`src/rtl/asrtc_pkg.sv`:
```
// shared constants and types for the async serial rx/tx block
package asrtc_pkg;

  // ****************************************
  // register byte offsets
  // ****************************************
  localparam logic [7:0] ADDR_STAT1 = 8'h00;
  localparam logic [7:0] ADDR_STAT2 = 8'h04;
  localparam logic [7:0] ADDR_CTRL3 = 8'h08;
  localparam logic [7:0] ADDR_DATA = 8'h0C;
  localparam logic [7:0] ADDR_BAUD = 8'h10;
  localparam logic [7:0] ADDR_CTRL2 = 8'h14;

  localparam logic [1:0] RESP_OKAY = 2'b00;
  localparam logic [1:0] RESP_SLVERR = 2'b10;

  // ****************************************
  // reset values and widths
  // ****************************************
  localparam int DIV_W = 13;
  localparam logic [12:0] BAUD_RST = 13'h0000;
  localparam logic [7:0] STAT1_RST = 8'hC0;
  localparam logic [7:0] CTRL2_RST = 8'h00;
  localparam logic [7:0] CTRL3_RST = 8'h00;
  localparam logic [7:0] DATA_RST = 8'h00;

  // ****************************************
  // sampling and frame counts
  // ****************************************
  // oversample index n stands for sample RT(n+1)
  localparam logic [3:0] RT3 = 4'h2;
  localparam logic [3:0] RT5 = 4'h4;
  localparam logic [3:0] RT7 = 4'h6;
  localparam logic [3:0] RT8 = 4'h7;
  localparam logic [3:0] RT9 = 4'h8;
  localparam logic [3:0] RT10 = 4'h9;
  localparam logic [3:0] RT16 = 4'hF;
  localparam logic [3:0] DATA_BITS8 = 4'h8;
  localparam logic [3:0] DATA_BITS9 = 4'h9;
  localparam logic [3:0] FRAME_BITS8 = 4'hA;
  localparam logic [3:0] FRAME_BITS9 = 4'hB;
  localparam logic [7:0] IDLE_TICKS8 = 8'hA0;
  localparam logic [7:0] IDLE_TICKS9 = 8'hB0;

  // ****************************************
  // register layouts
  // ****************************************
  typedef struct packed {
    logic tdre;
    logic tc;
    logic rx_buffer_full_flag;
    logic idle;
    logic overrun;
    logic noise;
    logic framing;
    logic parity;
  } asrtc_stat1_t;

  typedef struct packed {
    logic rx_ninth_bit;
    logic tx_ninth_bit;
    logic single_wire_pin_direction;
    logic rsvd;
    logic overrun_irq_enable;
    logic noise_irq_enable;
    logic framing_irq_enable;
    logic parity_irq_enable;
  } asrtc_ctrl3_t;

  typedef struct packed {
    logic char_len;
    logic loop_select;
    logic receiver_source_select;
    logic parity_enable;
    logic parity_odd;
    logic tx_enable;
    logic rx_enable;
    logic rsvd;
  } asrtc_ctrl2_t;

  typedef enum logic [1:0] {
    RX_IDLE = 2'b00,
    RX_START = 2'b01,
    RX_DATA = 2'b11,
    RX_STOP = 2'b10
  } asrtc_rx_state_t;

  typedef enum logic {
    TX_IDLE = 1'b0,
    TX_SHIFT = 1'b1
  } asrtc_tx_state_t;

endpackage : asrtc_pkg

```
`src/rtl/asrtc_baud_gen.sv`:
```
// baud divider producing the 16x oversampling tick
`timescale 1ns/1ns
module asrtc_baud_gen
  import asrtc_pkg::*;
(
  input wire logic clk,
  input wire logic rst,
  input wire logic [DIV_W-1:0] divisor,
  output logic tick
);

  logic [DIV_W-1:0] cnt_ff;
  logic [DIV_W-1:0] nxt_cnt;
  logic tick_ff;
  logic nxt_tick;

  // zero divisor holds the generator stopped
  always_comb begin
    nxt_cnt = cnt_ff;
    nxt_tick = 1'b0;
    if (divisor == '0) begin
      nxt_cnt = '0;
    end else if (cnt_ff >= divisor - 13'h0001) begin
      nxt_cnt = '0;
      nxt_tick = 1'b1;
    end else begin
      nxt_cnt = cnt_ff + 13'h0001;
    end
  end

  always_ff @(posedge clk or posedge rst) begin
    if (rst) begin
      cnt_ff <= '0;
      tick_ff <= 1'b0;
    end else begin
      cnt_ff <= nxt_cnt;
      tick_ff <= nxt_tick;
    end
  end

  assign tick = tick_ff;

endmodule : asrtc_baud_gen

```
`src/rtl/asrtc_top.sv`:
```
// async serial rx/tx with axi4-lite register slave
// Behaviour
// - receiver active set on start, cleared idle
// - status two read-only, writes ignored
// - ninth received bit shown in control three
// - nine-bit value moved to shifter together
// - tx ninth bit kept between characters
// - single-wire direction bit drives pin enable
// - overrun flag and enable raise request
// - noise flag and enable raise request
// - framing flag and enable raise request
// - parity flag and enable raise request
// - data reads rx buffer, writes tx buffer
// - data access completes flag clearing
// - independent rx and tx, shared baud
// - baud generator runs from bus clock
// - receiver realigns on falling edges during data and stop bits
// - length bit picks eight or nine bits
// - start low, data lsb first, stop high
// - overrun clears by status then data read
//
// The implementer's own choices: register access over AXI4-Lite and the placing of the registers.
`timescale 1ns/1ns
module asrtc_top
  import asrtc_pkg::*;
(
  input wire logic clk,
  input wire logic rst,
  input wire logic [7:0] s_axi_awaddr,
  input wire logic s_axi_awvalid,
  output logic s_axi_awready,
  input wire logic [31:0] s_axi_wdata,
  input wire logic [3:0] s_axi_wstrb,
  input wire logic s_axi_wvalid,
  output logic s_axi_wready,
  output logic [1:0] s_axi_bresp,
  output logic s_axi_bvalid,
  input wire logic s_axi_bready,
  input wire logic [7:0] s_axi_araddr,
  input wire logic s_axi_arvalid,
  output logic s_axi_arready,
  output logic [31:0] s_axi_rdata,
  output logic [1:0] s_axi_rresp,
  output logic s_axi_rvalid,
  input wire logic s_axi_rready,
  input wire logic rxd_i,
  input wire logic txd_i,
  output logic txd_o,
  output logic txd_oe,
  output logic err_irq
);

  // ****************************************
  // pin synchronisers
  // ****************************************
  logic [1:0] pin_raw;
  logic [1:0] sync1_ff;
  logic [1:0] sync2_ff;
  assign pin_raw = {txd_i, rxd_i};

  genvar gi;
  generate
    for (gi = 0; gi < 2; gi++) begin : g_sync
      always_ff @(posedge clk or posedge rst) begin
        if (rst) begin
          sync1_ff[gi] <= 1'b1;
          sync2_ff[gi] <= 1'b1;
        end else begin
          sync1_ff[gi] <= pin_raw[gi];
          sync2_ff[gi] <= sync1_ff[gi];
        end
      end
    end
  endgenerate

  // ****************************************
  // declarations
  // ****************************************
  asrtc_ctrl2_t ctrl2_ff, nxt_ctrl2;
  asrtc_ctrl3_t ctrl3_ff, nxt_ctrl3;
  asrtc_stat1_t stat_ff, nxt_stat, clr_mask_ff, nxt_clr_mask;
  logic [DIV_W-1:0] baud_ff, nxt_baud;
  logic [7:0] tx_buf_ff, nxt_tx_buf;
  logic [7:0] rx_buf_ff, nxt_rx_buf;
  logic raf_ff, nxt_raf;
  logic idle_arm_ff, nxt_idle_arm;
  logic aw_held_ff, nxt_aw_held, w_held_ff, nxt_w_held;
  logic [7:0] awaddr_ff, nxt_awaddr, wdata_ff, nxt_wdata;
  logic wstrb0_ff, nxt_wstrb0;
  logic bvalid_ff, nxt_bvalid, rvalid_ff, nxt_rvalid;
  logic [1:0] bresp_ff, nxt_bresp, rresp_ff, nxt_rresp;
  logic [7:0] rdata_ff, nxt_rdata;
  logic do_wr, do_rd, wr_ok, rd_stat1, rd_data, wr_data;
  logic tick;
  // receiver
  asrtc_rx_state_t rx_st_ff, nxt_rx_st;
  logic [3:0] rx_rt_ff, nxt_rx_rt, rx_bit_ff, nxt_rx_bit;
  logic [2:0] hist_ff, nxt_hist, vote_ff, nxt_vote;
  logic [8:0] rx_sh_ff, nxt_rx_sh;
  logic rx_noise_ff, nxt_rx_noise;
  logic [7:0] idle_cnt_ff, nxt_idle_cnt;
  logic rx_s, edge_fall, bit_end, maj, frame_done, stop_bit, par_bad;
  logic [7:0] got_data;
  // transmitter
  asrtc_tx_state_t tx_st_ff, nxt_tx_st;
  logic [10:0] tx_sh_ff, nxt_tx_sh;
  logic [3:0] tx_rt_ff, nxt_tx_rt, tx_bit_ff, nxt_tx_bit;
  logic tx_line_ff, nxt_tx_line, tx_load;

  // ****************************************
  // baud generator
  // ****************************************
  asrtc_baud_gen u_baud (
    .clk(clk),
    .rst(rst),
    .divisor(baud_ff),
    .tick(tick)
  );

  // ****************************************
  // axi4-lite slave
  // ****************************************
  assign s_axi_awready = !aw_held_ff;
  assign s_axi_wready = !w_held_ff;
  assign s_axi_arready = !rvalid_ff;
  assign do_wr = aw_held_ff && w_held_ff && !bvalid_ff;
  assign do_rd = s_axi_arvalid && !rvalid_ff;
  assign wr_ok = do_wr && wstrb0_ff;
  assign rd_stat1 = do_rd && (s_axi_araddr == ADDR_STAT1);
  assign rd_data = do_rd && (s_axi_araddr == ADDR_DATA);
  assign wr_data = wr_ok && (awaddr_ff == ADDR_DATA);

  always_comb begin
    nxt_aw_held = aw_held_ff;
    nxt_awaddr = awaddr_ff;
    nxt_w_held = w_held_ff;
    nxt_wdata = wdata_ff;
    nxt_wstrb0 = wstrb0_ff;
    nxt_bvalid = bvalid_ff && !s_axi_bready;
    nxt_bresp = bresp_ff;
    nxt_rvalid = rvalid_ff && !s_axi_rready;
    nxt_rresp = rresp_ff;
    nxt_rdata = rdata_ff;
    if (s_axi_awvalid && !aw_held_ff) begin
      nxt_aw_held = 1'b1;
      nxt_awaddr = s_axi_awaddr;
    end
    if (s_axi_wvalid && !w_held_ff) begin
      nxt_w_held = 1'b1;
      nxt_wdata = s_axi_wdata[7:0];
      nxt_wstrb0 = s_axi_wstrb[0];
    end
    if (do_wr) begin
      nxt_aw_held = 1'b0;
      nxt_w_held = 1'b0;
      nxt_bvalid = 1'b1;
      if (awaddr_ff == ADDR_STAT1 || awaddr_ff == ADDR_STAT2 ||
          awaddr_ff == ADDR_CTRL3 || awaddr_ff == ADDR_DATA ||
          awaddr_ff == ADDR_BAUD || awaddr_ff == ADDR_CTRL2) begin
        nxt_bresp = RESP_OKAY;
      end else begin
        nxt_bresp = RESP_SLVERR;
      end
    end
    if (do_rd) begin
      nxt_rvalid = 1'b1;
      nxt_rresp = RESP_OKAY;
      if (s_axi_araddr == ADDR_STAT1) begin
        nxt_rdata = stat_ff;
      end else if (s_axi_araddr == ADDR_STAT2) begin
        nxt_rdata = {7'h00, raf_ff};
      end else if (s_axi_araddr == ADDR_CTRL3) begin
        nxt_rdata = {ctrl3_ff[7:5], 1'b0, ctrl3_ff[3:0]};
      end else if (s_axi_araddr == ADDR_DATA) begin
        nxt_rdata = rx_buf_ff;
      end else if (s_axi_araddr == ADDR_BAUD) begin
        nxt_rdata = baud_ff[7:0];
      end else if (s_axi_araddr == ADDR_CTRL2) begin
        nxt_rdata = {ctrl2_ff[7:1], 1'b0};
      end else begin
        nxt_rdata = 8'h00;
        nxt_rresp = RESP_SLVERR;
      end
    end
  end

  always_ff @(posedge clk or posedge rst) begin
    if (rst) begin
      aw_held_ff <= 1'b0;
      awaddr_ff <= 8'h00;
      w_held_ff <= 1'b0;
      wdata_ff <= 8'h00;
      wstrb0_ff <= 1'b0;
      bvalid_ff <= 1'b0;
      bresp_ff <= RESP_OKAY;
      rvalid_ff <= 1'b0;
      rresp_ff <= RESP_OKAY;
      rdata_ff <= 8'h00;
    end else begin
      aw_held_ff <= nxt_aw_held;
      awaddr_ff <= nxt_awaddr;
      w_held_ff <= nxt_w_held;
      wdata_ff <= nxt_wdata;
      wstrb0_ff <= nxt_wstrb0;
      bvalid_ff <= nxt_bvalid;
      bresp_ff <= nxt_bresp;
      rvalid_ff <= nxt_rvalid;
      rresp_ff <= nxt_rresp;
      rdata_ff <= nxt_rdata;
    end
  end

  assign s_axi_bvalid = bvalid_ff;
  assign s_axi_bresp = bresp_ff;
  assign s_axi_rvalid = rvalid_ff;
  assign s_axi_rresp = rresp_ff;
  assign s_axi_rdata = {24'h00_0000, rdata_ff};

  // ****************************************
  // receiver
  // ****************************************
  // single-wire reads the pin, plain loop reads own tx
  assign rx_s = ctrl2_ff.loop_select ?
                (ctrl2_ff.receiver_source_select ? sync2_ff[1] : tx_line_ff)
                : sync2_ff[0];
  assign edge_fall = hist_ff[0] && !rx_s;
  // late edge starts the next bit, early edge re-times this one
  assign bit_end = (rx_rt_ff == RT16) || (edge_fall && rx_rt_ff > RT10);
  // majority of the rt8, rt9 and rt10 samples
  assign maj = (vote_ff[0] & vote_ff[1]) | (vote_ff[1] & rx_s) |
               (vote_ff[0] & rx_s);
  assign frame_done = tick && rx_st_ff == RX_STOP && rx_rt_ff == RT10;
  assign stop_bit = maj;
  assign got_data = ctrl2_ff.char_len ? rx_sh_ff[7:0] : rx_sh_ff[8:1];
  assign par_bad = ctrl2_ff.parity_enable &&
                   ((ctrl2_ff.char_len ? ^rx_sh_ff : ^rx_sh_ff[8:1]) !=
                    ctrl2_ff.parity_odd);

  always_comb begin
    nxt_rx_st = rx_st_ff;
    nxt_rx_rt = rx_rt_ff;
    nxt_rx_bit = rx_bit_ff;
    nxt_hist = hist_ff;
    nxt_vote = vote_ff;
    nxt_rx_sh = rx_sh_ff;
    nxt_rx_noise = rx_noise_ff;
    nxt_idle_cnt = idle_cnt_ff;
    if (!ctrl2_ff.rx_enable) begin
      nxt_rx_st = RX_IDLE;
      nxt_hist = 3'b000;
      nxt_idle_cnt = 8'h00;
    end else if (tick) begin
      nxt_hist = {hist_ff[1:0], rx_s};
      nxt_rx_rt = rx_rt_ff + 4'h1;
      if (rx_rt_ff == RT3 || rx_rt_ff == RT5 || rx_rt_ff == RT7 ||
          rx_rt_ff == RT8 || rx_rt_ff == RT9 || rx_rt_ff == RT10) begin
        nxt_vote = {vote_ff[1:0], rx_s};
      end
      case (rx_st_ff)
        RX_IDLE: begin
          nxt_idle_cnt = rx_s ? idle_cnt_ff + 8'h01 : 8'h00;
          if (hist_ff == 3'b111 && !rx_s) begin
            nxt_rx_st = RX_START;
            nxt_rx_rt = 4'h1;
            nxt_rx_noise = 1'b0;
            nxt_idle_cnt = 8'h00;
          end
        end
        RX_START: begin
          // start valid when two of RT3/5/7 are low
          if (rx_rt_ff == RT7 && (vote_ff[1:0] == 2'b11 ||
              (vote_ff[1:0] != 2'b00 && rx_s))) begin
            nxt_rx_st = RX_IDLE;
          end
          if (rx_rt_ff >= RT8 && rx_rt_ff <= RT10 && rx_s) begin
            nxt_rx_noise = 1'b1;
          end
          if (rx_rt_ff == RT16) begin
            nxt_rx_st = RX_DATA;
            nxt_rx_bit = 4'h0;
          end
        end
        RX_DATA: begin
          if (rx_rt_ff == RT10) begin
            // lsb first: shift in at the top
            nxt_rx_sh = {stop_bit, rx_sh_ff[8:1]};
            if (vote_ff[1] != vote_ff[0] || vote_ff[0] != rx_s) begin
              nxt_rx_noise = 1'b1;
            end
          end
          if (bit_end) begin
            nxt_rx_bit = rx_bit_ff + 4'h1;
            if (rx_bit_ff + 4'h1 == (ctrl2_ff.char_len ?
                DATA_BITS9 : DATA_BITS8)) begin
              nxt_rx_st = RX_STOP;
            end
          end
          if (edge_fall) begin
            nxt_rx_rt = 4'h1;
          end
        end
        RX_STOP: begin
          if (edge_fall) begin
            nxt_rx_rt = 4'h1;
          end
          if (rx_rt_ff == RT10) begin
            nxt_rx_st = RX_IDLE;
            if (vote_ff[1] != vote_ff[0] || vote_ff[0] != rx_s) begin
              nxt_rx_noise = 1'b1;
            end
            // refill edge history unless a break came in
            nxt_hist = (!stop_bit && got_data == 8'h00) ? 3'b000 : 3'b111;
          end
        end
        default: nxt_rx_st = RX_IDLE;
      endcase
    end
  end

  always_ff @(posedge clk or posedge rst) begin
    if (rst) begin
      rx_st_ff <= RX_IDLE;
      rx_rt_ff <= 4'h0;
      rx_bit_ff <= 4'h0;
      hist_ff <= 3'b000;
      vote_ff <= 3'b000;
      rx_sh_ff <= 9'h000;
      rx_noise_ff <= 1'b0;
      idle_cnt_ff <= 8'h00;
    end else begin
      rx_st_ff <= nxt_rx_st;
      rx_rt_ff <= nxt_rx_rt;
      rx_bit_ff <= nxt_rx_bit;
      hist_ff <= nxt_hist;
      vote_ff <= nxt_vote;
      rx_sh_ff <= nxt_rx_sh;
      rx_noise_ff <= nxt_rx_noise;
      idle_cnt_ff <= nxt_idle_cnt;
    end
  end

  // ****************************************
  // transmitter
  // ****************************************
  assign tx_load = tick && tx_st_ff == TX_IDLE && ctrl2_ff.tx_enable &&
                   !stat_ff.tdre;

  always_comb begin
    nxt_tx_st = tx_st_ff;
    nxt_tx_sh = tx_sh_ff;
    nxt_tx_rt = tx_rt_ff;
    nxt_tx_bit = tx_bit_ff;
    nxt_tx_line = tx_line_ff;
    case (tx_st_ff)
      TX_IDLE: begin
        nxt_tx_line = 1'b1;
        if (tx_load) begin
          // stop, ninth bit, byte, start go in as one word
          nxt_tx_sh = {1'b1, ctrl2_ff.char_len ? ctrl3_ff.tx_ninth_bit
                       : 1'b1, tx_buf_ff, 1'b0};
          nxt_tx_bit = ctrl2_ff.char_len ? FRAME_BITS9 : FRAME_BITS8;
          nxt_tx_rt = 4'h0;
          nxt_tx_line = 1'b0;
          nxt_tx_st = TX_SHIFT;
        end
      end
      TX_SHIFT: begin
        if (tick) begin
          nxt_tx_rt = tx_rt_ff + 4'h1;
          if (tx_rt_ff == RT16) begin
            nxt_tx_sh = {1'b1, tx_sh_ff[10:1]};
            nxt_tx_bit = tx_bit_ff - 4'h1;
            nxt_tx_line = tx_sh_ff[1];
            if (tx_bit_ff == 4'h1) begin
              nxt_tx_st = TX_IDLE;
              nxt_tx_line = 1'b1;
            end
          end
        end
      end
      default: nxt_tx_st = TX_IDLE;
    endcase
  end

  always_ff @(posedge clk or posedge rst) begin
    if (rst) begin
      tx_st_ff <= TX_IDLE;
      tx_sh_ff <= 11'h7FF;
      tx_rt_ff <= 4'h0;
      tx_bit_ff <= 4'h0;
      tx_line_ff <= 1'b1;
    end else begin
      tx_st_ff <= nxt_tx_st;
      tx_sh_ff <= nxt_tx_sh;
      tx_rt_ff <= nxt_tx_rt;
      tx_bit_ff <= nxt_tx_bit;
      tx_line_ff <= nxt_tx_line;
    end
  end

  assign txd_o = tx_line_ff;
  assign txd_oe = (ctrl2_ff.loop_select && ctrl2_ff.receiver_source_select)
                  ? ctrl3_ff.single_wire_pin_direction
                  : ctrl2_ff.tx_enable;

  // ****************************************
  // registers and status flags
  // ****************************************
  always_comb begin
    nxt_ctrl2 = ctrl2_ff;
    nxt_ctrl3 = ctrl3_ff;
    nxt_baud = baud_ff;
    nxt_tx_buf = tx_buf_ff;
    nxt_rx_buf = rx_buf_ff;
    nxt_stat = stat_ff;
    nxt_clr_mask = clr_mask_ff;
    nxt_raf = raf_ff;
    nxt_idle_arm = idle_arm_ff;
    if (wr_ok && awaddr_ff == ADDR_CTRL2) begin
      nxt_ctrl2 = {wdata_ff[7:1], 1'b0};
    end
    if (wr_ok && awaddr_ff == ADDR_CTRL3) begin
      // rx ninth bit is hardware-owned; tx ninth bit held until rewritten
      nxt_ctrl3[6:0] = {wdata_ff[6:5], 1'b0, wdata_ff[3:0]};
    end
    if (wr_ok && awaddr_ff == ADDR_BAUD) begin
      nxt_baud = {5'h00, wdata_ff};
    end
    // status two has no write path
    // first half of clearing: remember what was seen set
    if (rd_stat1) begin
      nxt_clr_mask = stat_ff;
    end
    // second half: data read clears what was seen
    if (rd_data) begin
      nxt_stat[5:0] = stat_ff[5:0] & ~clr_mask_ff[5:0];
      nxt_clr_mask[5:0] = 6'h00;
    end
    if (wr_data) begin
      nxt_tx_buf = wdata_ff;
      nxt_stat.tdre = 1'b0;
      nxt_stat.tc = 1'b0;
      nxt_clr_mask.tdre = 1'b0;
      nxt_clr_mask.tc = 1'b0;
    end
    if (tx_load) begin
      nxt_stat.tdre = 1'b1;
    end
    if (tx_st_ff == TX_SHIFT && nxt_tx_st == TX_IDLE && stat_ff.tdre &&
        !wr_data) begin
      nxt_stat.tc = 1'b1;
    end
    // set wins over a clear in the same cycle
    if (frame_done && !nxt_stat.framing) begin
      if (nxt_stat.rx_buffer_full_flag) begin
        nxt_stat.overrun = 1'b1;
      end else begin
        nxt_rx_buf = got_data;
        nxt_ctrl3.rx_ninth_bit = rx_sh_ff[8];
        nxt_stat.rx_buffer_full_flag = 1'b1;
        nxt_stat.noise = rx_noise_ff || (vote_ff[1] != vote_ff[0]) ||
                         (vote_ff[0] != rx_s);
        nxt_stat.framing = !stop_bit;
        nxt_stat.parity = par_bad;
        nxt_idle_arm = 1'b1;
      end
    end
    if (tick && rx_st_ff == RX_START && rx_rt_ff == RT7 &&
        nxt_rx_st == RX_START) begin
      nxt_raf = 1'b1;
    end
    if (rx_st_ff == RX_IDLE && idle_cnt_ff ==
        (ctrl2_ff.char_len ? IDLE_TICKS9 : IDLE_TICKS8)) begin
      nxt_raf = 1'b0;
      if (idle_arm_ff) begin
        nxt_stat.idle = 1'b1;
        nxt_idle_arm = 1'b0;
      end
    end
    if (!ctrl2_ff.rx_enable) begin
      nxt_raf = 1'b0;
    end
  end

  always_ff @(posedge clk or posedge rst) begin
    if (rst) begin
      ctrl2_ff <= CTRL2_RST;
      ctrl3_ff <= CTRL3_RST;
      baud_ff <= BAUD_RST;
      tx_buf_ff <= DATA_RST;
      rx_buf_ff <= DATA_RST;
      stat_ff <= STAT1_RST;
      clr_mask_ff <= 8'h00;
      raf_ff <= 1'b0;
      idle_arm_ff <= 1'b0;
    end else begin
      ctrl2_ff <= nxt_ctrl2;
      ctrl3_ff <= nxt_ctrl3;
      baud_ff <= nxt_baud;
      tx_buf_ff <= nxt_tx_buf;
      rx_buf_ff <= nxt_rx_buf;
      stat_ff <= nxt_stat;
      clr_mask_ff <= nxt_clr_mask;
      raf_ff <= nxt_raf;
      idle_arm_ff <= nxt_idle_arm;
    end
  end

  // ****************************************
  // error request
  // ****************************************
  assign err_irq =
    (stat_ff.overrun && ctrl3_ff.overrun_irq_enable) ||
    (stat_ff.noise && ctrl3_ff.noise_irq_enable) ||
    (stat_ff.framing && ctrl3_ff.framing_irq_enable) ||
    (stat_ff.parity && ctrl3_ff.parity_irq_enable);

endmodule : asrtc_top

```
`config.mk`:
```
export PLATFORM = sky130hd
export DESIGN_NAME = asrtc_top
export DESIGN_NICKNAME = d
export VERILOG_FILES = /design/src/rtl/asrtc_pkg.sv /design/src/rtl/asrtc_baud_gen.sv /design/src/rtl/asrtc_top.sv
export SDC_FILE = /design/constraint.sdc
export NUM_CORES = 1
export LEC_CHECK = 0
export BUFFER_PORTS_ARGS = -buffer_cell sky130_fd_sc_hd__buf_2
export CAP_MARGIN = 20
export CORE_UTILIZATION = 59
export CTS_CLUSTER_DIAMETER = 80
export DETAILED_ROUTE_END_ITERATION = 10
export HOLD_SLACK_MARGIN = 0.02
export PLACE_DENSITY = 0.88
export SLEW_MARGIN = 20
export SYNTH_ARGS = -nofsm -noshare
export SYNTH_HDL_FRONTEND = slang
export SYNTH_SLANG_ARGS = --single-unit
export TNS_END_PERCENT = 50
```
`constraint.sdc`:
```
create_clock -name clk -period 6.03 [get_ports clk]
set_input_delay 1.206 -clock clk [delete_from_list [all_inputs] [get_ports clk]]
set_output_delay 1.206 -clock clk [all_outputs]
set_load 0.02 [all_outputs]
```
# Word-level counts from Yosys, hierarchy flattened
# Cells that the tools add are included.
# op_classes
n_eq_ne,42
addsub,7
mux,102
n_reduce_logical,95
bitwise_logic,10
n_lt_le_gt_ge,4
# ops
cell,n
$mux 8,12
$logic_and 1x1->1,41
$mux 1,40
$mux 4,10
$mux 11,3
$eq 8x4->1 const B,4
$eq 8x5->1 const B,4
$mux 2,16
$pmux 4 s2,4
$mux 13,2
$logic_not 8->1,3
$pmux 11 s2,1
$logic_or 1x1->1,18
$mux 3,6
$mux 6,3
$eq 4x4->1 const B,4
$eq 8x3->1 const B,2
$reduce_bool 2->1,7
$add 13x1->13 const B,1
$ge 13x13->1,1
$logic_not 13->1,1
$add 4x1->4 const B,3
$eq 4x3->1 const B,3
$ne 2x1->1 const B,6
other kinds (35),65
# totals
regBits,159
output_inout_bits,44

# Longest topological paths before layout
# Gate-level depths: netlist of the first run.
# depth
depth_word,15
mapped_depth,12
mapped_depth_nobuf,11

# Modules after synthesis
# Synthesis of the first run repeated with hierarchy kept, for this count alone.
# unflattened
hier_cells,793
area_unflattened_um2,8261.7
# by_module_without_submodules
mod,area_per_inst_um2,cells_each,seq_area_each_um2,instances
asrtc_top,7088.0,659,3548.4,1
asrtc_baud_gen,1173.6,134,350.3,1

# Worst setup path before layout of the first run
# OpenSTA, ideal clock, no wires.
# synth_path
kind,input port to flip-flop
start,in s_axi_araddr[0]
end,reg ctrl3_ff[7] (netlist bit)
required_ps,5905
arrival_ps,2919
path_slack_ps,2986
path_stages,6
n_path_buf,1
cell_sequence,or4_4 o41ai_2 nand3_2 a21oi_4 buf_12 mux2_4
# synth_via
elab_chain_cells,6
elab_cells_between_ends,7
classes_between,eq/ne (1); mux (1); bitwise (1); reduce/logical (4)
# synth_rtl
item,line_no,source
start: declaration,asrtc_top.sv:39,"input wire logic [7:0] s_axi_araddr,"
$eq 8x4->1 (*),asrtc_top.sv:130,assign rd_data = do_rd && (s_axi_araddr == ADDR_DATA);
$logic_and 1x1->1 (*),asrtc_top.sv:130,
$mux 6 (*),asrtc_top.sv:435,if (rd_data) begin
$logic_not 1->1,asrtc_top.sv:454,if (frame_done && !nxt_stat.framing) begin
$logic_and 1x1->1,asrtc_top.sv:454,
$reduce_and 2->1 (no line) (*),n/a,
end signal: assignment,asrtc_top.sv:498,ctrl3_ff <= nxt_ctrl3;
end: declaration,asrtc_top.sv:80,"asrtc_ctrl3_t ctrl3_ff, nxt_ctrl3;"
# Mark *: on every way between the ends. The rest lies on a longest branch, timed or not.
# A chain may end at the register's enable or synchronous reset.

# Worst setup path in the final report of the first run
# layout_path
start,in s_axi_araddr[0]
end,reg rx_buf_ff[5]
# layout_via
elab_chain_cells,6
elab_cells_between_ends,7
classes_between,eq/ne (1); mux (1); bitwise (1); reduce/logical (4)
# layout_rtl
item,line_no,source
$eq 8x4->1 (*),asrtc_top.sv:130,
$logic_and 1x1->1 (*),asrtc_top.sv:130,
$mux 6 (*),asrtc_top.sv:435,
$logic_not 1->1,asrtc_top.sv:454,
$logic_and 1x1->1,asrtc_top.sv:454,
$reduce_and 2->1 (no line) (*),n/a,
end signal: assignment,asrtc_top.sv:501,rx_buf_ff <= nxt_rx_buf;
end: declaration,asrtc_top.sv:84,"logic [7:0] rx_buf_ff, nxt_rx_buf;"
# Marks and branches as above.

==> flow_summary_export.csv, run 1 <==
group,metric,value,unit
timing,period_needed,3.09,ns
outcome,outcome,"completed",
power,p_leak,4.22,nW
placed_design,place_congestion,0.852,
detailed_routing,vias_per_cell,5.94,
worst_hold_path,holdCritPathClass,"reg2reg",
timing,max-slew-margin-rel,0.419,
critical_path,crit_chain,"buf_2 > or4_4 > o41ai_2 > nand3_2 > a21oi_4 > mux2_1",
clock_network,postCtsHoldBufs,0,
global_route,grt_antenna_before_repair,0,
critical_path,cp.required,6.33,ns
detailed_routing,drtPass1Iterations,5,
worst_hold_path,hold_depth,0,
timing,fmax,324,MHz
global_route,grtUsageTotal,0.259,
critical_path,start_kind,"input pin",
timing,layout_worst_path_cycle_share,0.513,
yosys,syn-instance-count,787,
final_layout,area.growth.synth_to_final,10.2,%
critical_path,cp.buffers_inverters,1,
yosys,syn_avg_cell_area,10.6,um^2
die,dieArea,14600,um^2
critical_path,r2r_slack,3.33,ns
clock_network,clk_pin_slew,0.06,ns
clock_network,ctsResizeCount,0,
final_layout,antenna_cells,0,
yosys,ys_top_cells_by_area,"dfrtp_1 42%, dfstp_2 5.0%, mux2_2 4.7%",
die,ios,105,
worst_hold_path,min_from,"sync1_ff[1]$_DFF_PP1_",
detailed_routing,drt-wirelength-per-cell,17.3,um
detailed_routing,dr.first_iter.drc_count,450,
yosys,ys_types,77,
critical_path,path_class,"in2reg",
yosys,synth-warning-count,0,
clock_network,cts_setup_buffers,0,
timing,hold_viol_final,0,
placed_design,numPortBuffers,51,
die,core,13800,um^2
yosys,synth_edf_count,0,
clock_network,numClockSinks,155,
clock_network,cts_root_buffer,"clkbuf_16",
global_route,grt_pass1_wl,29.2,mm
final_layout,nets,918,
critical_path,crit_cells,6,
global_route,grt_pass1_vias,5819,
critical_path,r2r-end,"u_baud.cnt_ff[10]$_DFF_PP0_",
timing,rsz0062_at_grt,"no",
yosys,ys_seq_area_frac,0.468,
critical_path,crit_family,"compound AO/OA/AOI/OAI gates",
power,max-vdd-ir-drop,293,uV
global_route,grt_max_degree,121,
yosys,synthFlopType,"dfrtp_1",
yosys,synth_area_leader_cell,"dfrtp_1",
critical_path,critPathMaxStageDelay,0.58,ns
detailed_routing,drt-total-wl,17.6,mm
clock_network,clk_latency,0.43,ns
detailed_routing,drc_errors,0,
detailed_routing,vias,6057,
yosys,ys_seq_elements,155,
final_layout,post_route_cells_drive_above_1_share,0.190,
die,rows,43,
die,die_w,121,um
timing,slew_viol_final,0,
yosys,synthArstFlopShare,1.00,
yosys,yosysMostFrequentCell,"dfrtp_1",
global_route,overflow,0,
critical_path,r2r-start,"baud_ff[7]$_DFFE_PP0P_",
clock_network,cts_tree,"built",
final_layout,fin_util,0.664,
timing,tightest_slew,0.872,ns
critical_path,crit_path_start,"s_axi_araddr[0]",
timing,setup_tns,0,ns
die,start_util,0.603,
timing,skew,0.0112,ns
clock_network,h-tree-depth,4,
placed_design,dpl.hpwl,11.9,mm
detailed_routing,postRouteAntennaNets,0,
job,drv_cap,0,
clock_network,cts_buffers,17,
clock_network,clk_path_buf_depth,2,
critical_path,critPathArrivalTime,3.39,ns
yosys,syn_area,8340,um^2
critical_path,reg2regPathDepth,8,
critical_path,path_max_fanout,12,
timing,setup_viol,0,
critical_path,end_kind,"flip-flop",
yosys,synth_top_area_share,0.417,
die,die_height,121,um
critical_path,slowest_stage,"or4_4",
power,powerDensity,309,nW/um^2
yosys,synth_common_cells,"139 x dfrtp_1, 65 x nand2_1, 50 x nor2_1",
worst_hold_path,hold_end,"sync2_ff[1]$_DFF_PP1_",
==> registers in the layout, indices dropped and copies added (netlist names), 3 cells and up <==
| name | count |
|---|---|
| awaddr_ff | 8 |
| baud_ff | 8 |
| clr_mask_ff | 6 |
| ctrl2_ff | 7 |
| ctrl3_ff | 7 |
| hist_ff | 3 |
| idle_cnt_ff | 8 |
| rdata_ff | 8 |
| rx_bit_ff | 4 |
| rx_buf_ff | 8 |
| rx_rt_ff | 4 |
| rx_sh_ff | 9 |
| stat_ff | 8 |
| tx_bit_ff | 4 |
| tx_buf_ff | 8 |
| tx_rt_ff | 4 |
| tx_sh_ff | 9 |
| u_baud.cnt_ff | 13 |
| wdata_ff | 8 |
==> how the worst max path moves through the flow <==
| stage | end | slack [ns] |
|---|---|---|
| after floorplan | aw_held_ff$_DFFE_PP0P_ | 0.67 |
| after global placement | rx_buf_ff[5]$_DFFE_PP0P_ | 2.59 |
| after detailed placement | rx_buf_ff[5]$_DFFE_PP0P_ | 2.54 |
| after CTS | rx_buf_ff[5]$_DFFE_PP0P_ | 2.96 |
| after global routing | rx_buf_ff[5]$_DFFE_PP0P_ | 2.88 |
| final | rx_buf_ff[5]$_DFFE_PP0P_ | 2.94 |
==> layout make-up <==
| cell class | instances | area (um^2) |
|---|---|---|
| fillers | 1002 | 4640 |
| repair buffers | 55 | 285 |
| well taps | 180 | 225 |
| clock buffers | 22 | 464 |
| inverters | 35 | 139 |
| multi-input cells | 563 | 4060 |
| flip-flops and latches | 155 | 3900 |
| clock inverters | 10 | 115 |
==> metal layers <==
| metal | track usage | vias up | routed length [um] | part of all wire |
|---|---|---|---|---|
| li1 | - | 2854 | - | - |
| met1 | 0.341 | 3009 | 7690 | 0.44 |
| met2 | 0.420 | 170 | 8870 | 0.50 |
| met3 | 0.0597 | 24 | 850 | 0.048 |
| met4 | 0.0880 | 0 | 237 | 0.013 |
| met5 | 0 | - | 0 | 0 |
==> worst register-to-register path: stages (launching register included) <==
cell and delay (ns):
dfrtp_1 0.45, nor4_1 0.43, nand3_1 0.27, ha_1 0.39
o21ai_0 0.09, a21oi_1 0.19, nor2b_1 0.15, o31a_1 0.46
nor3b_1 0.12
==> report_power, final <==
part	total (W)	internal (W)	switching, W	leakage, nW
logic	0.000501	0.000227	0.000274	1.90
registers	0.00128	0.00115	0.000135	2.04
clock network	0.00105	0.000631	0.000420	0.277
total	0.00283	0.00201	0.000829	4.22
==> kinds of logic (layout without fill, tap and decap cells) <==
kind of cell	after synthesis	count (layout)	share of synthesized area
other	1	26	0.000450
multiplexers	86	86	0.117
AO/OA/AOI/OAI	150	150	0.119
adder cells (fa/ha/maj)	30	30	0.0450
AND/OR/NAND/NOR	237	237	0.156
flip-flops	155	155	0.468
XOR/XNOR	34	34	0.0390
buffers and inverters	94	122	0.0567
==> per-stage QoR <==
| stage | instance area (um^2) | hold slack [ns] | total power [W] | std cells | setup WS (ns) |
|---|---|---|---|---|---|
| after floorplan | 8430 | 0.345 | 0.00165 | 812 | 0.672 |
| after global placement | 8600 | 0.346 | 0.00176 | 988 | 2.59 |
| after detailed placement | 8600 | 0.347 | 0.00179 | 988 | 2.54 |
| after CTS | 9180 | 0.356 | 0.00285 | 1020 | 2.96 |
| after global routing | 9190 | 0.357 | 0.00296 | 1020 | 2.88 |
| final | 9190 | 0.354 | 0.00283 | 1020 | 2.94 |
==> placed cells by master (no fill, tap or decap), types with 6 or more instances in the layout <==
cell type,instances
buf_2,51
o21ai_1,9
a21oi_1,35
nor3_1,15
nand2b_1,6
mux2_4,7
clkbuf_16,17
dfstp_2,16
inv_1,33
nor3b_1,6
mux2i_1,18
nand4_1,13
conb_1,26
dfrtp_1,139
nand2_1,65
a22oi_1,12
xor2_1,15
nor2_1,50
o21ai_0,34
o21a_1,8
nand3_1,20
nor2b_1,15
mux2_2,35
mux2_1,26
xnor2_1,17
o2bb2ai_1,8
ha_1,30
(Power assumes the default switching activity.)
==> inputs of run 2 (changes only) <==
ABC_AREA = 1   (was not set)
CORE_UTILIZATION = 58   (was 59)
PLACE_DENSITY = 0.87   (was 0.88)
clock period = 3 ns   (was 6.03 ns; I/O delays follow)
==> run 2 against run 1 <==
Clock power up 130%. Combinational power up 78%. Non-clock buffer count up 3. Cell area down 0.44%. Critical path type is now reg2reg. Worst setup slack worse by 2.5 ns.
==> flow_summary_export.csv, run 2 <==
group,metric,value,unit
yosys,synthFlopType,"dfrtp_1",
yosys,synth_top_area_share,0.428,
critical_path,cp-endpoint,"u_baud.cnt_ff[1]$_DFF_PP0_",
power,combPwrFrac,0.156,
outcome,outcome,"completed",
clock_network,cts_root_buffer,"clkbuf_16",
yosys,synth_edf_count,0,
timing,max-slew-margin-rel,0.536,
final_layout,post_route_cells_drive_above_1_share,0.136,
die,die_w,120,um
final_layout,layout_common_cells,"204 x nand2_1, 139 x dfrtp_1, 112 x inv_1",
yosys,syn_avg_cell_area,8.45,um^2
detailed_routing,vias_per_cell,5.58,
yosys,syn_area,8120,um^2
critical_path,cp.required,3.34,ns
clock_network,cts_buffers,17,
final_layout,design_area,9150,um^2
critical_path,r2r_slack,0.39,ns
final_layout,largest_reg_flops,13,
yosys,synth_top_family_by_area,"simple AND/OR/NAND/NOR gates",
detailed_routing,dr.first_iter.drc_count,551,
die,die_height,120,um
clock_network,clk_path_buf_depth,2,
die,rows,42,
global_route,grt_pass1_vias,6538,
timing,skew,0.00842,ns
yosys,synth-warning-count,0,
detailed_routing,routed.top_layer,"met4",
timing,setup_tns,0,ns
die,ios,105,
detailed_routing,vias,6716,
global_route,grtUsageTotal,0.273,
critical_path,reg2regPathDepth,11,
critical_path,r2r-start,"baud_ff[0]$_DFFE_PP0P_",
yosys,synth_compound_area_frac,0.125,
power,seqPwrFrac,0.426,
final_layout,antenna_cells,0,
final_layout,multi_input_area,3580,um^2
critical_path,start_kind,"flip-flop",
global_route,grt_pass1_wl,30.9,mm
yosys,synthAdderAreaFrac,0.0462,
yosys,synth_area_leader_cell,"dfrtp_1",
placed_design,dpl.hpwl,12.7,mm
detailed_routing,wl_met2,8.72,mm
timing,fmax,383,MHz
yosys,ys_seq_elements,155,
global_route,grt_antenna_before_repair,0,
detailed_routing,drt-wirelength-per-cell,15.2,um
critical_path,critPathArrivalTime,2.95,ns
power,switching_power,0.00159,W
clock_network,numClockSinks,155,
yosys,ys_top_cells_by_area,"dfrtp_1 43%, nand2_1 9.4%, o21ai_0 6.0%",
yosys,yosys.area_share.simple,0.213,
final_layout,nets,1106,
yosys,synthArstFlopShare,1.00,
detailed_routing,drtPass1Iterations,5,
die,core,13500,um^2
timing,rsz0062_at_grt,"no",
detailed_routing,m1WireLength,7.70,mm
job,drv_cap,0,
power,switching_share,0.277,
timing,hold_viol_final,0,
critical_path,path_class,"reg2reg",
final_layout,largestRegisters,"u_baud.cnt_ff (13), rx_sh_ff (9), tx_sh_ff (9)",
yosys,syn-instance-count,961,
critical_path,crit_path_start,"baud_ff[0]$_DFFE_PP0P_",
yosys,synth-xor-area-share,0.0323,
placed_design,place_congestion,0.929,
critical_path,r2r-end,"u_baud.cnt_ff[1]$_DFF_PP0_",
yosys,synthMuxAreaShare,0.0111,
timing,setup_ws,0.390,ns
power,powerDensity,628,nW/um^2
power,max-vdd-ir-drop,575,uV
clock_network,clk_pin_slew,0.06,ns
placed_design,numPortBuffers,51,
power,clock_power_share,0.419,
die,start_util,0.604,
die,dieArea,14500,um^2
final_layout,fillers,1016,
timing,tightest_slew,0.695,ns
power,intPower,0.00415,W
detailed_routing,drc_errors,0,
detailed_routing,drt-total-wl,18.3,mm
yosys,yosysMostFrequentCell,"nand2_1",
final_layout,area.growth.synth_to_final,12.6,%
final_layout,ff_latch_area,3900,um^2
power,p_leak,4.38,nW
timing,layout_worst_path_cycle_share,0.870,
placed_design,placedInstanceArea,8470,um^2
timing,setup_viol,0,
yosys,ys_seq_area_frac,0.480,
final_layout,final_common_cell,"nand2_1",
global_route,overflow,0,
critical_path,path_max_fanout,14,
yosys,ys_types,49,
timing,period_needed,2.61,ns
timing,slew_viol_final,0,
final_layout,regMostFlops,"u_baud.cnt_ff",
critical_path,end_kind,"flip-flop",
detailed_routing,wl_met3,1.19,mm
clock_network,clk_latency,0.43,ns
clock_network,h-tree-depth,4,
worst_hold_path,holdCritPathClass,"in2async",
placed_design,dp_worst_setup_slack,0.300,ns
detailed_routing,postRouteAntennaNets,0,
clock_network,cts_tree,"built",
global_route,grt_max_degree,75,
yosys,synth_common_cells,"204 x nand2_1, 139 x dfrtp_1, 113 x inv_1",
-- run 2: cell count changes after synthesis, sizes merged, moves of 15 or more --
| cell | before | now |
|---|---|---|
| nor2 | 51 | 76 |
| nand3 | 21 | 44 |
| a21oi | 36 | 52 |
| mux2 | 68 | 8 |
| inv | 35 | 117 |
| nor2b | 15 | 0 |
| nand2 | 66 | 206 |
| o21ai | 44 | 105 |
| mux2i | 18 | 0 |
-- run 2: final cells by class --
cell class,count,area share
clock inverter,10,0.0205
clock buffer,21,0.0525
inverter,117,0.0487
sequential,155,0.426
multi-input combinational,666,0.391
tap,176,0.0241
timing repair buffer,58,0.0364
-- run 2: logic make-up (layout without fill, tap and decap cells) --
group / count (synthesis) / count (layout)
DFF: 155 / 155
AOI/OAI and AO/OA: 187 / 187
xor gates and xnor gates: 30 / 30
adders and majority gates: 30 / 30
other: 1 / 26
and+or+nand+nor: 385 / 385
muxes: 8 / 8
buffers and inverters: 165 / 206
-- run 2: metrics by stage --
step | hold WS (ns) | std cells | util | total power, W
floorplan | 0.345 | 986 | - | 0.00310
global placement | 0.351 | 1172 | 0.630 | 0.00330
detailed placement | 0.352 | 1172 | 0.630 | 0.00336
CTS | 0.121 | 1203 | 0.679 | 0.00576
global route | 0.144 | 1203 | 0.680 | 0.00598
finish | 0.125 | 1203 | 0.680 | 0.00574
-- run 2: worst min-delay path by stage --
stage                                to  slack [ns]                  start  depth (start not counted)
4_1_cts        rx_bit_ff[3]$_DFFE_PP0P_        0.12                    rst                          2
6_report       rx_bit_ff[3]$_DFFE_PP0P_        0.12                    rst                          2
3_5_place_dp      sync2_ff[1]$_DFF_PP1_        0.35  sync1_ff[1]$_DFF_PP1_                          0
3_3_place_gp      sync2_ff[1]$_DFF_PP1_        0.35  sync1_ff[1]$_DFF_PP1_                          0
5_1_grt        rx_bit_ff[3]$_DFFE_PP0P_        0.14                    rst                          2
2_1_floorplan     sync2_ff[0]$_DFF_PP1_        0.35  sync1_ff[0]$_DFF_PP1_                          0
-- run 2: critical path, stage by stage (launching register included) --
cell and delay, ns:
dfrtp_1 0.39, inv_1 0.18, ha_1 0.27, nand3_1 0.12, xor2_1 0.22, ha_1 0.32
a21oi_1 0.18, o21ai_0 0.10, nand2_1 0.06, o211a_1 0.15, nand3_2 0.24, nor3b_1 0.27
-- run 2: routing by layer --
metal,vias up,global-route usage
li1,3212,-
met1,3169,0.344
met2,282,0.448
met3,53,0.0566
met4,0,0.137
met5,-,0
-- run 2: timing repair --
| item | in CTS | in global routing |
|---|---|---|
| setup buffers | 0 | 0 |
| setup endpoints to repair | 0 | 9 |
| endpoints found under the hold margin | 0 | 0 |
| hold buffers | 0 | 0 |
| gates resized for setup | 0 | 1 |
-- run 2: power groups by stage --
stage	Clock [W]	Sequential, W	Combinational (W)
after CTS	0.00242	0.00244	0.000894
after floorplan	0	0.00245	0.000650
after global routing	0.00251	0.00247	0.000998
after detailed placement	0	0.00248	0.000880
final	0.00240	0.00245	0.000894
after global placement	0	0.00246	0.000837
